[src/verilog/power_ctl_pkg.sv]
package power_ctl_pkg;
  // Bus geometry
  localparam int DATA_W = 32;
  localparam int ADDR_W = 4;
  localparam logic [1:0] HTRANS_IDLE = 2'h0;
  localparam logic [1:0] HRESP_OKAY = 2'h0;

  // Register byte offsets
  localparam logic [3:0] OFF_MOD_HALT = 4'h0;
  localparam logic [3:0] OFF_PWR_CTRL = 4'h4;
  localparam logic [3:0] OFF_INT_EN = 4'h8;
  localparam logic [3:0] OFF_STATUS = 4'hc;

  // Clock-halt register, a 0 in bit 7, 2 or 1 holds its module in standby
  localparam int HALT_W = 8;
  localparam int HALT_SERIAL2_BIT = 7;
  localparam int HALT_RSVD_BIT = 3;
  localparam int HALT_TIMER2_BIT = 2;
  localparam int HALT_FLASH_BIT = 1;
  localparam logic [HALT_W-1:0] MOD_HALT_RST = 8'hff;

  // Power control fields
  localparam int PCTL_W = 4;
  localparam int PCTL_DT_ON_BIT = 0;
  localparam int PCTL_MED_ON_BIT = 1;
  localparam int PCTL_LOW_ON_BIT = 2;
  localparam int PCTL_SW_STANDBY_BIT = 3;
  localparam logic [PCTL_W-1:0] PCTL_RST = 4'h0;

  // Interrupt enable fields
  localparam int IRQ_W = 8;
  localparam int IEN_W = 9;
  localparam int IEN_DT_BIT = 8;
  localparam logic [IEN_W-1:0] IEN_RST = 9'h000;

  // Status fields
  localparam int STAT_MODE_LSB = 0;
  localparam int STAT_SPEED_LSB = 2;

  typedef enum logic [1:0] {
    MODE_ACTIVE = 2'h0,
    MODE_SLEEP = 2'h1,
    MODE_WATCH = 2'h3
  } power_mode_t;

  typedef enum logic [1:0] {
    SPEED_HIGH = 2'h0,
    SPEED_MEDIUM = 2'h1,
    SPEED_LOW = 2'h2
  } speed_t;
endpackage : power_ctl_pkg

[src/verilog/module_standby_clock_halt.sv]
// Behaviour
// RULE1: clearing halt bit 7 stops the second serial channel clock, module in standby.
// RULE2: clearing halt bit 2 halts the second timer and puts it in standby.
// RULE3: clearing halt bit 1 puts the flash memory module into standby.
// RULE4: halt bit 3 is reserved, resets to 1, read/write, affects nothing.
// RULE5: an interrupt changes power mode only when that request is enabled.
// RULE6: sleep with direct-transition interrupt disabled enters sleep or watch instead.
// RULE7: setting a halt bit back to 1 restores that module's clock.
//
// Implementation choices: the address map and the AHB-Lite register port.
`timescale 1ns/1ps
module module_standby_clock_halt (
  // Clock and reset
  input wire logic hclk,
  input wire logic hresetn,
  // AHB-Lite slave
  input wire logic hsel,
  input wire logic [31:0] haddr,
  input wire logic [1:0] htrans,
  input wire logic hwrite,
  input wire logic [2:0] hsize,
  input wire logic [power_ctl_pkg::DATA_W-1:0] hwdata,
  input wire logic hready,
  output logic hreadyout,
  output logic [power_ctl_pkg::DATA_W-1:0] hrdata,
  output logic [1:0] hresp,
  // CPU and interrupt controller, same clock
  input wire logic sleep_exec,
  input wire logic [power_ctl_pkg::IRQ_W-1:0] irq_req,
  // Module standby controls, high holds the module with its clock stopped
  output logic serial2_standby,
  output logic timer2_standby,
  output logic flash_standby,
  // Power mode outputs
  output logic cpu_clock_run,
  output power_ctl_pkg::power_mode_t power_mode,
  output power_ctl_pkg::speed_t speed_sel,
  output logic direct_transition
);
  import power_ctl_pkg::*;

  logic dp_valid_r, dp_valid_nxt;
  logic dp_write_r, dp_write_nxt;
  logic [ADDR_W-1:0] dp_addr_r, dp_addr_nxt;
  logic hreadyout_r, hreadyout_nxt;
  logic [DATA_W-1:0] hrdata_r, hrdata_nxt;
  logic [1:0] hresp_r;
  logic accept;
  logic wr_en;
  logic rd_done;
  logic [DATA_W-1:0] rd_data;

  logic [HALT_W-1:0] module_clock_halt_a_r, module_clock_halt_a_nxt;
  logic [PCTL_W-1:0] pctl_r, pctl_nxt;
  logic [IEN_W-1:0] interrupt_enable_two_r, interrupt_enable_two_nxt;
  logic serial2_standby_r, serial2_standby_nxt;
  logic timer2_standby_r, timer2_standby_nxt;
  logic flash_standby_r, flash_standby_nxt;

  power_mode_t mode_r, mode_nxt;
  speed_t speed_r, speed_nxt;
  speed_t speed_target;
  logic dt_pulse_r, dt_pulse_nxt;
  logic cpu_run_r, cpu_run_nxt;
  logic wake_req;
  logic direct_transition_on;
  logic low_speed_on;
  logic medium_speed_on;
  logic software_standby_select;
  logic dt_irq_enable;

  // Bus decode; hsize is ignored since only whole-word transfers occur
  assign accept = hsel && htrans[1] && hready;
  assign wr_en = dp_valid_r && dp_write_r && hreadyout_r;
  assign rd_done = dp_valid_r && !dp_write_r && !hreadyout_r;

  // Read mux; unmapped offsets read as zero with an OKAY answer
  always_comb begin
    rd_data = '0;
    case (dp_addr_r)
      OFF_MOD_HALT: rd_data[HALT_W-1:0] = module_clock_halt_a_r;
      OFF_PWR_CTRL: rd_data[PCTL_W-1:0] = pctl_r;
      OFF_INT_EN: rd_data[IEN_W-1:0] = interrupt_enable_two_r;
      OFF_STATUS: begin
        rd_data[STAT_MODE_LSB +: 2] = mode_r;
        rd_data[STAT_SPEED_LSB +: 2] = speed_r;
      end
      default: rd_data = '0;
    endcase
  end

  // Bus slave next state; reads take one wait state so hrdata comes from a flop
  always_comb begin
    dp_valid_nxt = dp_valid_r;
    dp_write_nxt = dp_write_r;
    dp_addr_nxt = dp_addr_r;
    hreadyout_nxt = 1'b1;
    hrdata_nxt = hrdata_r;
    if (hready) begin
      dp_valid_nxt = accept;
      dp_write_nxt = hwrite;
      dp_addr_nxt = haddr[ADDR_W-1:0];
      if (accept && !hwrite) begin
        hreadyout_nxt = 1'b0;
      end
    end
    if (rd_done) begin
      hrdata_nxt = rd_data;
    end
  end

  // Bus slave registers
  always_ff @(posedge hclk or negedge hresetn) begin
    if (!hresetn) begin
      dp_valid_r <= 1'b0;
      dp_write_r <= 1'b0;
      dp_addr_r <= '0;
      hreadyout_r <= 1'b1;
      hrdata_r <= '0;
      hresp_r <= HRESP_OKAY;
    end else begin
      dp_valid_r <= dp_valid_nxt;
      dp_write_r <= dp_write_nxt;
      dp_addr_r <= dp_addr_nxt;
      hreadyout_r <= hreadyout_nxt;
      hrdata_r <= hrdata_nxt;
      hresp_r <= HRESP_OKAY;
    end
  end

  assign hreadyout = hreadyout_r;
  assign hrdata = hrdata_r;
  assign hresp = hresp_r;

  // Software registers; standby flags follow the halt bits in the same edge
  always_comb begin
    module_clock_halt_a_nxt = module_clock_halt_a_r;
    pctl_nxt = pctl_r;
    interrupt_enable_two_nxt = interrupt_enable_two_r;
    if (wr_en) begin
      case (dp_addr_r)
        OFF_MOD_HALT: module_clock_halt_a_nxt = hwdata[HALT_W-1:0]; // RULE4
        OFF_PWR_CTRL: pctl_nxt = hwdata[PCTL_W-1:0];
        OFF_INT_EN: interrupt_enable_two_nxt = hwdata[IEN_W-1:0];
        default: pctl_nxt = pctl_r;
      endcase
    end
    // Standby only gates clocks, it never resets, so state survives a halt
    serial2_standby_nxt = !module_clock_halt_a_nxt[HALT_SERIAL2_BIT]; // RULE1 RULE7
    timer2_standby_nxt = !module_clock_halt_a_nxt[HALT_TIMER2_BIT]; // RULE2 RULE7
    flash_standby_nxt = !module_clock_halt_a_nxt[HALT_FLASH_BIT]; // RULE3 RULE7
  end

  always_ff @(posedge hclk or negedge hresetn) begin
    if (!hresetn) begin
      module_clock_halt_a_r <= MOD_HALT_RST;
      pctl_r <= PCTL_RST;
      interrupt_enable_two_r <= IEN_RST;
      serial2_standby_r <= 1'b0;
      timer2_standby_r <= 1'b0;
      flash_standby_r <= 1'b0;
    end else begin
      module_clock_halt_a_r <= module_clock_halt_a_nxt;
      pctl_r <= pctl_nxt;
      interrupt_enable_two_r <= interrupt_enable_two_nxt;
      serial2_standby_r <= serial2_standby_nxt;
      timer2_standby_r <= timer2_standby_nxt;
      flash_standby_r <= flash_standby_nxt;
    end
  end

  assign serial2_standby = serial2_standby_r;
  assign timer2_standby = timer2_standby_r;
  assign flash_standby = flash_standby_r;

  // Power control fields
  assign direct_transition_on = pctl_r[PCTL_DT_ON_BIT];
  assign medium_speed_on = pctl_r[PCTL_MED_ON_BIT];
  assign low_speed_on = pctl_r[PCTL_LOW_ON_BIT];
  assign software_standby_select = pctl_r[PCTL_SW_STANDBY_BIT];
  assign dt_irq_enable = interrupt_enable_two_r[IEN_DT_BIT];
  // A raised but masked request must not wake the core
  assign wake_req = |(irq_req & interrupt_enable_two_r[IRQ_W-1:0]); // RULE5

  // Target speed of a direct transition; low speed takes priority over medium
  always_comb begin
    if (low_speed_on) begin
      speed_target = SPEED_LOW;
    end else if (medium_speed_on) begin
      speed_target = SPEED_MEDIUM;
    end else begin
      speed_target = SPEED_HIGH;
    end
  end

  // Power mode machine; sleep requests outside active mode are ignored
  always_comb begin
    mode_nxt = mode_r;
    speed_nxt = speed_r;
    dt_pulse_nxt = 1'b0;
    case (mode_r)
      MODE_ACTIVE: begin
        if (sleep_exec) begin
          if (direct_transition_on && dt_irq_enable) begin
            speed_nxt = speed_target;
            dt_pulse_nxt = 1'b1;
          end else if (software_standby_select) begin
            mode_nxt = MODE_WATCH; // RULE6
          end else begin
            mode_nxt = MODE_SLEEP; // RULE6
          end
        end
      end
      MODE_SLEEP, MODE_WATCH: begin
        if (wake_req) begin
          mode_nxt = MODE_ACTIVE; // RULE5
        end
      end
      default: mode_nxt = MODE_ACTIVE;
    endcase
    cpu_run_nxt = (mode_nxt == MODE_ACTIVE);
  end

  always_ff @(posedge hclk or negedge hresetn) begin
    if (!hresetn) begin
      mode_r <= MODE_ACTIVE;
      speed_r <= SPEED_HIGH;
      dt_pulse_r <= 1'b0;
      cpu_run_r <= 1'b1;
    end else begin
      mode_r <= mode_nxt;
      speed_r <= speed_nxt;
      dt_pulse_r <= dt_pulse_nxt;
      cpu_run_r <= cpu_run_nxt;
    end
  end

  assign power_mode = mode_r;
  assign speed_sel = speed_r;
  assign direct_transition = dt_pulse_r;
  assign cpu_clock_run = cpu_run_r;

  // Bus timing: a read stalls exactly one cycle, a write never stalls
  a_read_wait: assert property (@(posedge hclk) disable iff (!hresetn)
    accept && !hwrite |=> !hreadyout ##1 hreadyout)
    else $error("read data phase not exactly one wait state");

  a_write_no_wait: assert property (@(posedge hclk) disable iff (!hresetn)
    accept && hwrite |=> hreadyout)
    else $error("write data phase inserted a wait state");

  // Read-back of the halt register shows the stored bits, reserved one included
  a_halt_readback: assert property (@(posedge hclk) disable iff (!hresetn) // RULE4
    accept && !hwrite && haddr[ADDR_W-1:0] == OFF_MOD_HALT
    |=> ##1 hrdata[HALT_W-1:0] == $past(module_clock_halt_a_r))
    else $error("halt register read-back differs from stored bits");

  // Checks tying standby outputs to the written halt bits
  a_serial_halt_set: assert property (@(posedge hclk) disable iff (!hresetn) // RULE1
    wr_en && dp_addr_r == OFF_MOD_HALT && !hwdata[HALT_SERIAL2_BIT]
    |=> serial2_standby && !module_clock_halt_a_r[HALT_SERIAL2_BIT])
    else $error("serial channel not in standby after halt bit cleared");

  a_timer_halt_set: assert property (@(posedge hclk) disable iff (!hresetn) // RULE2
    wr_en && dp_addr_r == OFF_MOD_HALT && !hwdata[HALT_TIMER2_BIT]
    |=> timer2_standby)
    else $error("timer not in standby after halt bit cleared");

  a_flash_halt_set: assert property (@(posedge hclk) disable iff (!hresetn) // RULE3
    $fell(module_clock_halt_a_r[HALT_FLASH_BIT]) |-> flash_standby)
    else $error("flash not in standby when its halt bit falls");

  a_rsvd_no_effect: assert property (@(posedge hclk) disable iff (!hresetn) // RULE4
    $changed(module_clock_halt_a_r[HALT_RSVD_BIT])
    && $stable(module_clock_halt_a_r[HALT_SERIAL2_BIT])
    && $stable(module_clock_halt_a_r[HALT_TIMER2_BIT])
    && $stable(module_clock_halt_a_r[HALT_FLASH_BIT])
    |-> $stable(serial2_standby) && $stable(timer2_standby) && $stable(flash_standby))
    else $error("reserved halt bit changed a standby output");

  a_masked_no_wake: assert property (@(posedge hclk) disable iff (!hresetn) // RULE5
    mode_r != MODE_ACTIVE && !(|(irq_req & interrupt_enable_two_r[IRQ_W-1:0]))
    |=> power_mode == $past(mode_r) && !cpu_clock_run)
    else $error("power mode left without an enabled interrupt");

  a_enabled_wake: assert property (@(posedge hclk) disable iff (!hresetn) // RULE5
    mode_r != MODE_ACTIVE && wake_req |=> power_mode == MODE_ACTIVE ##0 cpu_clock_run)
    else $error("enabled interrupt did not wake the core");

  a_no_direct_trans: assert property (@(posedge hclk) disable iff (!hresetn) // RULE6
    mode_r == MODE_ACTIVE && sleep_exec && !dt_irq_enable
    |=> !direct_transition && power_mode != MODE_ACTIVE && $stable(speed_sel))
    else $error("direct transition taken while its interrupt is disabled");

  a_direct_trans: assert property (@(posedge hclk) disable iff (!hresetn) // RULE6
    mode_r == MODE_ACTIVE && sleep_exec && dt_irq_enable && direct_transition_on
    |=> direct_transition && power_mode == MODE_ACTIVE ##1 !direct_transition)
    else $error("enabled direct transition not one active-mode pulse");

  a_clock_restore: assert property (@(posedge hclk) disable iff (!hresetn) // RULE7
    serial2_standby && wr_en && dp_addr_r == OFF_MOD_HALT && hwdata[HALT_SERIAL2_BIT]
    |=> !serial2_standby && module_clock_halt_a_r[HALT_SERIAL2_BIT]
    ##1 (!serial2_standby || $past(wr_en && dp_addr_r == OFF_MOD_HALT)))
    else $error("serial channel clock not restored after halt bit set");

  a_timer_restore: assert property (@(posedge hclk) disable iff (!hresetn) // RULE7
    timer2_standby && wr_en && dp_addr_r == OFF_MOD_HALT && hwdata[HALT_TIMER2_BIT]
    |=> !timer2_standby)
    else $error("timer clock not restored after halt bit set");

  a_flash_restore: assert property (@(posedge hclk) disable iff (!hresetn) // RULE7
    flash_standby && wr_en && dp_addr_r == OFF_MOD_HALT && hwdata[HALT_FLASH_BIT]
    |=> !flash_standby)
    else $error("flash clock not restored after halt bit set");

endmodule : module_standby_clock_halt

[config.mk]
export PLATFORM = sky130hd
export DESIGN_NAME = module_standby_clock_halt
export DESIGN_NICKNAME = d
export VERILOG_FILES = /design/src/verilog/power_ctl_pkg.sv /design/src/verilog/module_standby_clock_halt.sv
export SDC_FILE = /design/constraint.sdc
export NUM_CORES = 1
export LEC_CHECK = 0
export ABC_CLOCK_PERIOD_IN_PS = 2000
export BUFFER_PORTS_ARGS = -buffer_cell sky130_fd_sc_hd__buf_2
export CORE_ASPECT_RATIO = 0.9
export CORE_MARGIN = 3
export CORE_UTILIZATION = 44
export DETAILED_ROUTE_END_ITERATION = 10
export HOLD_SLACK_MARGIN = 0.15
export PLACE_DENSITY = 0.8
export SYNTH_ARGS = -nofsm -noshare
export SYNTH_HDL_FRONTEND = slang
export SYNTH_SLANG_ARGS = --single-unit
export TNS_END_PERCENT = 50
[constraint.sdc]
create_clock -name hclk -period 2 [get_ports hclk]
set_input_delay 0 -clock hclk [delete_from_list [all_inputs] [get_ports hclk]]
set_output_delay 0 -clock hclk [all_outputs]
set_load 0.02 [all_outputs]
== Yosys cells after proc, flatten, opt, wreduce, memory -nomap -nowiden ==
Cells that the tools add are included.
Widths: inputs -> output; s select.
Cells by class
  mux-type cells: 17
  eq/ne operators: 5
  bitwise logic cells: 1
  reductions and logical operators: 23
Operators with widths (number)
  $mux 8: 2
  $pmux 4 s4: 1
  $mux 2: 5
  $and 8x8->8: 1
  $eq 4x4->1 const B: 2
  $logic_and 1x1->1: 8
  $pmux 4 s2: 1
  $reduce_or 8->1: 1
  $mux 1: 7
  $logic_not 1->1: 6
  $reduce_and 2->1: 3
  $eq 4x3->1 const B: 1
  $logic_not 2->1: 2
  $logic_not 4->1: 1
  $pmux 2 s2: 1
  $reduce_and 3->1: 1
  $eq 2x1->1 const B: 1
  $eq 2x2->1 const B: 1
  $reduce_or 2->1: 1
Word-level totals
  word-level logic and storage cells: 62
  output and inout port bits: 44
  register bits: 46

== Longest topological paths before layout ==
Gate-level depths: netlist of run 1.
  depth in word-level cells: 5
  mapped depth: 5
  gate-level depth less buffers: 3

== Worst setup path after synthesis of run 1 ==
Ideal clock, no wire load.
  kind: register to register
  start: reg hreadyout_r (netlist: hreadyout)
  end: reg pctl_r[0]
  arrival time: 1.594 ns
  period minus slack after synthesis: 1.719 ns
  setup time: 0.125 ns
  required time: 1.875 ns
  cell stages (with the launch flop): 5
  path slack: 0.281 ns
  cell sequence: dfstp_2 > nand3_1 > or4_1 > buf_2 > mux2_4
On the way
  cells in the longest elaborated chain, start to end: 2
RTL lines
  start, declared: line module_standby_clock_halt.sv:45  | logic hreadyout_r, hreadyout_nxt;
  start signal, assigned: line module_standby_clock_halt.sv:125  | hreadyout_r <= hreadyout_nxt;
  $logic_and 1x1->1: line module_standby_clock_halt.sv:74  | assign wr_en = dp_valid_r && dp_write_r && hreadyout_r;
  $reduce_and 2->1 (no source line)
  end signal, assigned: line module_standby_clock_halt.sv:164  | pctl_r <= pctl_nxt;
  end, declared: line module_standby_clock_halt.sv:54  | logic [PCTL_W-1:0] pctl_r, pctl_nxt;
Every way passes these cells.
A chain may end at the register's enable or synchronous reset.

== Final worst setup path of run 1 ==
  start: reg hreadyout_r (netlist: hreadyout)
  end: reg pctl_r[2]
The elaborated chain is that of the path after synthesis.

==> flow_summary.yaml, run 1 <==
outcome:
  outcome: "finished, final reports clean"
clocking:
  cts_resized: 0
  htree_levels: 2
  numCtsBuffers: 5
  clock-sinks: 46
  clock_latency_ps: 300
  cts_tree: "yes"
  cts_buffer_depth: 2
  root_buffer: "clkbuf_8"
  post_cts_buffers: 0
  cts.reportedPaths.clkPinSlew_ps: 90
yosys:
  yosysTopAreaCellShare: 0.4110
  netlist_instances: 163
  yosys_most_used_dff: "dfrtp_1"
  synth_seq_cells: 46
  synthTopCellsByCount: "dfrtp_1 (36), buf_4 (26), mux2_1 (24)"
  yosysMostFrequentCell: "dfrtp_1"
  seq_area_frac_synth: 0.5308
  synth_edf_count: 0
  yosysUniqueCellTypes: 33
  synth_top_area_cell: "dfrtp_1"
  syn_area_per_cell_um2: 13.45
  syn-cell-area_mm2: 0.002192
  yosysWarnings: 0
  async_reset_ff_frac: 1.000
  ys_top_cells_by_area: "dfrtp_1 (41%), mux2_1 (12%), dfstp_2 (12%)"
timing:
  maxSlewViolCount: 0
  setup_ws_ps: 227.6
  max_freq_mhz: 564.2
  period_needed_ps: 1772
  setup_viol: 0
  setup_tns_ps: 0
  hold_violations: 0
  worst_pin_slew_ps: 623.4
  finClkSkew_ps: 11.32
  period_share: 0.8862
  rsz0062_at_grt: "no"
  slew_headroom: 0.5835
critical_path:
  cp_max_fo: 4
  path_class: "flip-flop to flip-flop"
  r2r_end: "pctl_r[2]"
  r2r_setup_slack_ps: 230
  cp_data_required_time_ps: 2190
  arrival_ps: 1960
  critPathLaunchType: "flip-flop"
  rr_worst_depth: 3
  reg2reg_from: "hreadyout"
  end_kind: "flip-flop"
floorplanning:
  fp.dieW_um: 80.40
  initial_core_util: 0.4731
  die-area_mm2: 0.005866
  io_pins: 127
  die_h_um: 72.96
  row_count: 23
  core_mm2: 0.004633
global_route:
  grt_pass1_wl_mm: 7.721
  grt_pass1_vias: 1603
  gr-total-overflow: 0
  antenna_found_initial: 0
  grt_use_total: 0.1755
  grt_max_degree: 28
finish:
  final_core_util: 0.6195
  final-seq-area_mm2: 0.001164
  num-fill-cells: 366
  area_growth_pct: 30.94
  antenna_cells: 0
  layout-drive-gt1-share: 0.3307
  fin_nets: 333
  multi_input_comb_area_um2: 873.3
placed_design:
  gp_congestion: 0.7930
  place_ws_ps: 225.9
  dp_hpwl_mm: 3.234
  place.port_buffers: 46
pwr:
  finalPower_w: 0.002681
  pwr_density_cell_mw_per_mm2: 934.0
  irDropWorstVdd_uv: 582.0
  leakage_nw: 1.370
detailed_routing:
  first_iter_violations: 77
  firstDrtPassIters: 4
  wl_met3_um: 254
  ant_nets: 0
  via_per_inst: 4.914
  met2_length_mm: 2.393
  wl_met1_mm: 2.040
  drt-total-wl_mm: 4.731
  top_layer: "met4"
  drc: 0
  vias: 1538
  wl_per_cell_um: 15.12
flow_run:
  maxCapViolations: 0
worst_hold_path:
  hold_class: "input pin to async pin"
## layout make-up
type,instances,share of cell area
inverters,1,0.001308
clock inverters,3,0.01395
well taps,62,0.02703
flip-flops and latches,46,0.4054
multi-input cells,108,0.3043
repair buffers,88,0.2241
clock buffers,5,0.02398
## through the flow
stage	instance area [um2]	cells	hold slack, ps
5_1_grt	2870	313	223.7
3_5_place_dp	2421	271	-26.35
4_1_cts	2870	313	185.7
6_report	2870	313	175.5
2_1_floorplan	2282	187	-295.6
3_3_place_gp	2421	271	-26.13
## worst max-delay path by stage
stage                                         start       endpoint
final                                     hreadyout      pctl_r[2]
after CTS                                 hreadyout      pctl_r[2]
after global placement                    hreadyout      pctl_r[0]
after floorplan                           hreadyout      pctl_r[0]
after global routing      interrupt_enable_two_r[1]  cpu_clock_run
after detailed placement                  hreadyout      pctl_r[0]
## critical path: stages, from the launching register on
cell     delay [ps]
dfstp_2         560
nand3_1         110
or4_1           660
mux2_4          350
## report_power, final
group,switching (W),internal [W],leakage (nW)
combinational,0.000351,0.000340,0.753
clock,0.000304,0.000368,0.0579
sequential,0.000163,0.00116,0.559
## flip-flops by register name, indices dropped and copies added (netlist names)
| name | cells |
|---|---|
| module_clock_halt_a_r | 8 |
| timer2_standby | 1 |
| hrdata | 9 |
| speed_sel | 2 |
| interrupt_enable_two_r | 9 |
| power_mode | 2 |
| dp_valid_r | 1 |
| flash_standby | 1 |
| dp_write_r | 1 |
| cpu_clock_run | 1 |
| pctl_r | 4 |
| serial2_standby | 1 |
| hreadyout | 1 |
| direct_transition | 1 |
| dp_addr_r | 4 |
## what timing repair did
item / in CTS / in global routing
endpoints found under the setup margin: 0 / 0
hold buffers: 34 / 0
endpoints found under the hold margin: 76 / 0
## cell usage in the layout (no fill, tap or decap), drive strengths merged, types with 2 or more instances in the layout
master,synthesis,layout
nor2b,3,3
clkinv,0,2
conb,1,25
buf,30,54
nor3b,2,2
a221oi,4,4
mux4,4,4
o21ai,3,3
dlygate4sd3,0,34
mux2i,3,3
nand3,5,5
a22oi,2,2
dfstp,10,10
nor2,8,8
a22o,4,4
mux2,28,28
clkbuf,2,5
dfrtp,36,36
nand2,6,6
## cells by family (layout without fill, tap and decap cells)
logic type      count (synthesis)  after routing  share of synthesized area
buf+inv                        33             97                     0.1119
other cells                     1             25                   0.001711
flops                          46             46                     0.5308
compound gates                 15             15                    0.05365
simple gates                   33             33                    0.09646
mux                            35             35                     0.2055
## routing by layer
metal,vias up,global-route usage
met5,-,0
li1,702,-
met1,771,0.2323
met3,5,0.03580
met4,0,0.03940
met2,60,0.2996
No activity file was read; power rests on OpenSTA's default activity.
==> run 2: changes to the inputs <==
- ABC_AREA: default -> 1
==> run 2 against run 1 <==
Against the previous run: non-clock buffer count did not move; critical path depth rose by 3; power rose by 6.7%; largest power group unchanged; highest routed layer unchanged.
==> flow_summary.yaml, run 2 <==
detailed_routing:
  vias: 1924
  ant_nets: 0
  drt-total-wl_mm: 5.164
  via_per_inst: 4.681
  first_iter_violations: 165
  firstDrtPassIters: 4
  wl_per_cell_um: 12.56
  drc: 0
timing:
  finClkSkew_ps: 10.67
  period_needed_ps: 1783
  period_share: 0.8916
  setup_viol: 0
  setup_ws_ps: 216.8
  max_freq_mhz: 560.8
  setup_tns_ps: 0
  rsz0062_at_grt: "no"
  hold_violations: 0
  maxSlewViolCount: 0
clocking:
  htree_levels: 2
  cts_tree: "yes"
  numCtsBuffers: 5
  cts.reportedPaths.clkPinSlew_ps: 80
  clock-sinks: 46
  cts_buffer_depth: 2
  clock_latency_ps: 300
  root_buffer: "clkbuf_8"
global_route:
  gr-total-overflow: 0
  grt_pass1_vias: 1862
  antenna_found_initial: 0
  grt_max_degree: 22
  grt_use_total: 0.1858
  grt_pass1_wl_mm: 8.549
critical_path:
  cp_top_family: "buffers and inverters"
  slowest_delay_ps: 570
  reg2reg_from: "interrupt_enable_two_r[5]"
  cp_max_fo: 2
  r2r_end: "power_mode[0]"
  r2r_setup_slack_ps: 510
  path_class: "input pin to flip-flop"
  crit_chain: "dlygate4sd3_1, buf_2, nor2_1, dlygate4sd3_1, nor2_1, dlygate4sd3_1"
  cpMaxStageDelayCell: "dlygate4sd3_1"
  crit_top_cell: "dlygate4sd3_1"
  end_kind: "flip-flop"
  rr_worst_depth: 6
  cp_data_required_time_ps: 2170
  cp_num_buf_inv: 4
  arrival_ps: 1950
  critPathLaunchType: "input pin"
yosys:
  yosysUniqueCellTypes: 27
  yosys_most_used_dff: "dfrtp_1"
  synth_edf_count: 0
  syn_area_per_cell_um2: 8.866
  synth_top_area_cell: "dfrtp_1"
  seq_area_frac_synth: 0.5107
  async_reset_ff_frac: 1.000
  yosysTopAreaCellShare: 0.3954
  synth_seq_cells: 46
  netlist_instances: 257
  yosysMostFrequentCell: "nand2_1"
  synthTopCellsByCount: "nand2_1 (73), dfrtp_1 (36), nand3_1 (30)"
  ys_top_cells_by_area: "dfrtp_1 (40%), nand2_1 (12%), dfstp_2 (12%)"
  syn-cell-area_mm2: 0.002278
  yosysWarnings: 0
finish:
  layout_commonest_cell: "nand2_1"
  final-seq-area_mm2: 0.001164
  mostFrequentLayoutCells: "nand2_1 (73), buf_2 (46), dlygate4sd3_1 (38)"
  final_core_util: 0.5991
  num-fill-cells: 431
  layout.cells.non_filler: 411
  layout-drive-gt1-share: 0.2803
  multi_input_comb_area_um2: 902.1
  area_growth_pct: 29.49
  antenna_cells: 0
  fin_nets: 428
placed_design:
  dp_hpwl_mm: 3.556
  place.port_buffers: 46
  dp.cells: 364
  gp_congestion: 0.9253
  place_ws_ps: 529.0
floorplanning:
  die_h_um: 74.27
  initial_core_util: 0.4627
  core_mm2: 0.004925
  io_pins: 127
  fp.dieW_um: 81.85
  die-area_mm2: 0.006079
  row_count: 24
worst_hold_path:
  hold_class: "input pin to async pin"
outcome:
  outcome: "finished, final reports clean"
pwr:
  leakage_nw: 1.567
  pwr_density_cell_mw_per_mm2: 969.6
  irDropWorstVdd_uv: 624.9
  finalPower_w: 0.002861
flow_run:
  maxCapViolations: 0
## run 2: changes by cell type after synthesis, moves of 4 or more
cell,delta
mux2_1,-24
mux4_2,-4
o21ai_2,+8
nand2_1,+67
inv_1,+12
mux2_4,-4
inv_2,+5
nand2_2,+4
a221oi_1,-4
o21ai_0,+10
nand3_1,+25
## run 2: final cells by class
class                   instances  share of cell area
multi-input cells             185              0.3058
well taps                      65             0.02757
inverters                      19             0.02460
repair buffers                 88              0.2171
clock buffers                   8             0.03053
flip-flops and latches         46              0.3944
## run 2: metrics by stage
step                      area, um2  hold slack (ps)
after floorplan                2369           -295.6
after global placement         2470           -28.89
after detailed placement       2470           -15.34
after CTS                      2940            154.7
after global routing           2950            228.6
final                          2950            193.5
## run 2: power breakdown
group / leakage [nW] / switching, W / internal, W / total [W]
Combinational: 0.978 / 0.000493 / 0.000335 / 0.000829
Clock: 0.0455 / 0.000288 / 0.000282 / 0.000570
Sequential: 0.544 / 0.000210 / 0.00125 / 0.00146
Total: 1.57 / 0.000991 / 0.00187 / 0.00286
## run 2: what timing repair did
action,CTS,global route
hold buffers,38,1
endpoints found under the hold margin,80,1
buffers inserted,0,1
resized for setup,0,1
setup endpoints to repair,0,1
## run 2: per-layer routing
metal	part of all wire	global-route usage	wire length, um	up-vias
met5	0	0	0	-
met2	0.48	0.3058	2496	67
met1	0.44	0.2486	2259	900
met3	0.062	0.03753	322	10
li1	-	-	-	947
met4	0.016	0.05720	85	0
## run 2: worst max-delay path by stage
stage                                   start                         to  slack [ps]  depth (start not counted)
floorplan                           hreadyout  interrupt_enable_two_r[3]         650                          6
global placement                    hreadyout                  hrdata[2]         550                          5
detailed placement                  hreadyout                  hrdata[6]         530                          5
CTS                 interrupt_enable_two_r[4]              power_mode[1]          20                          7
global route                           hwrite                 dp_write_r         150                          6
finish                                 hwrite                 dp_write_r         220                          6
## run 2: cell families (layout without fill, tap and decap cells)
| group | count (synthesis) | in the layout | synth area share |
|---|---|---|---|
| flip-flops | 46 | 46 | 0.5107 |
| other | 1 | 25 | 0.001646 |
| AO/OA/AOI/OAI | 28 | 28 | 0.07963 |
| buffers and inverters | 50 | 115 | 0.1340 |
| AND/OR/NAND/NOR | 132 | 132 | 0.2740 |
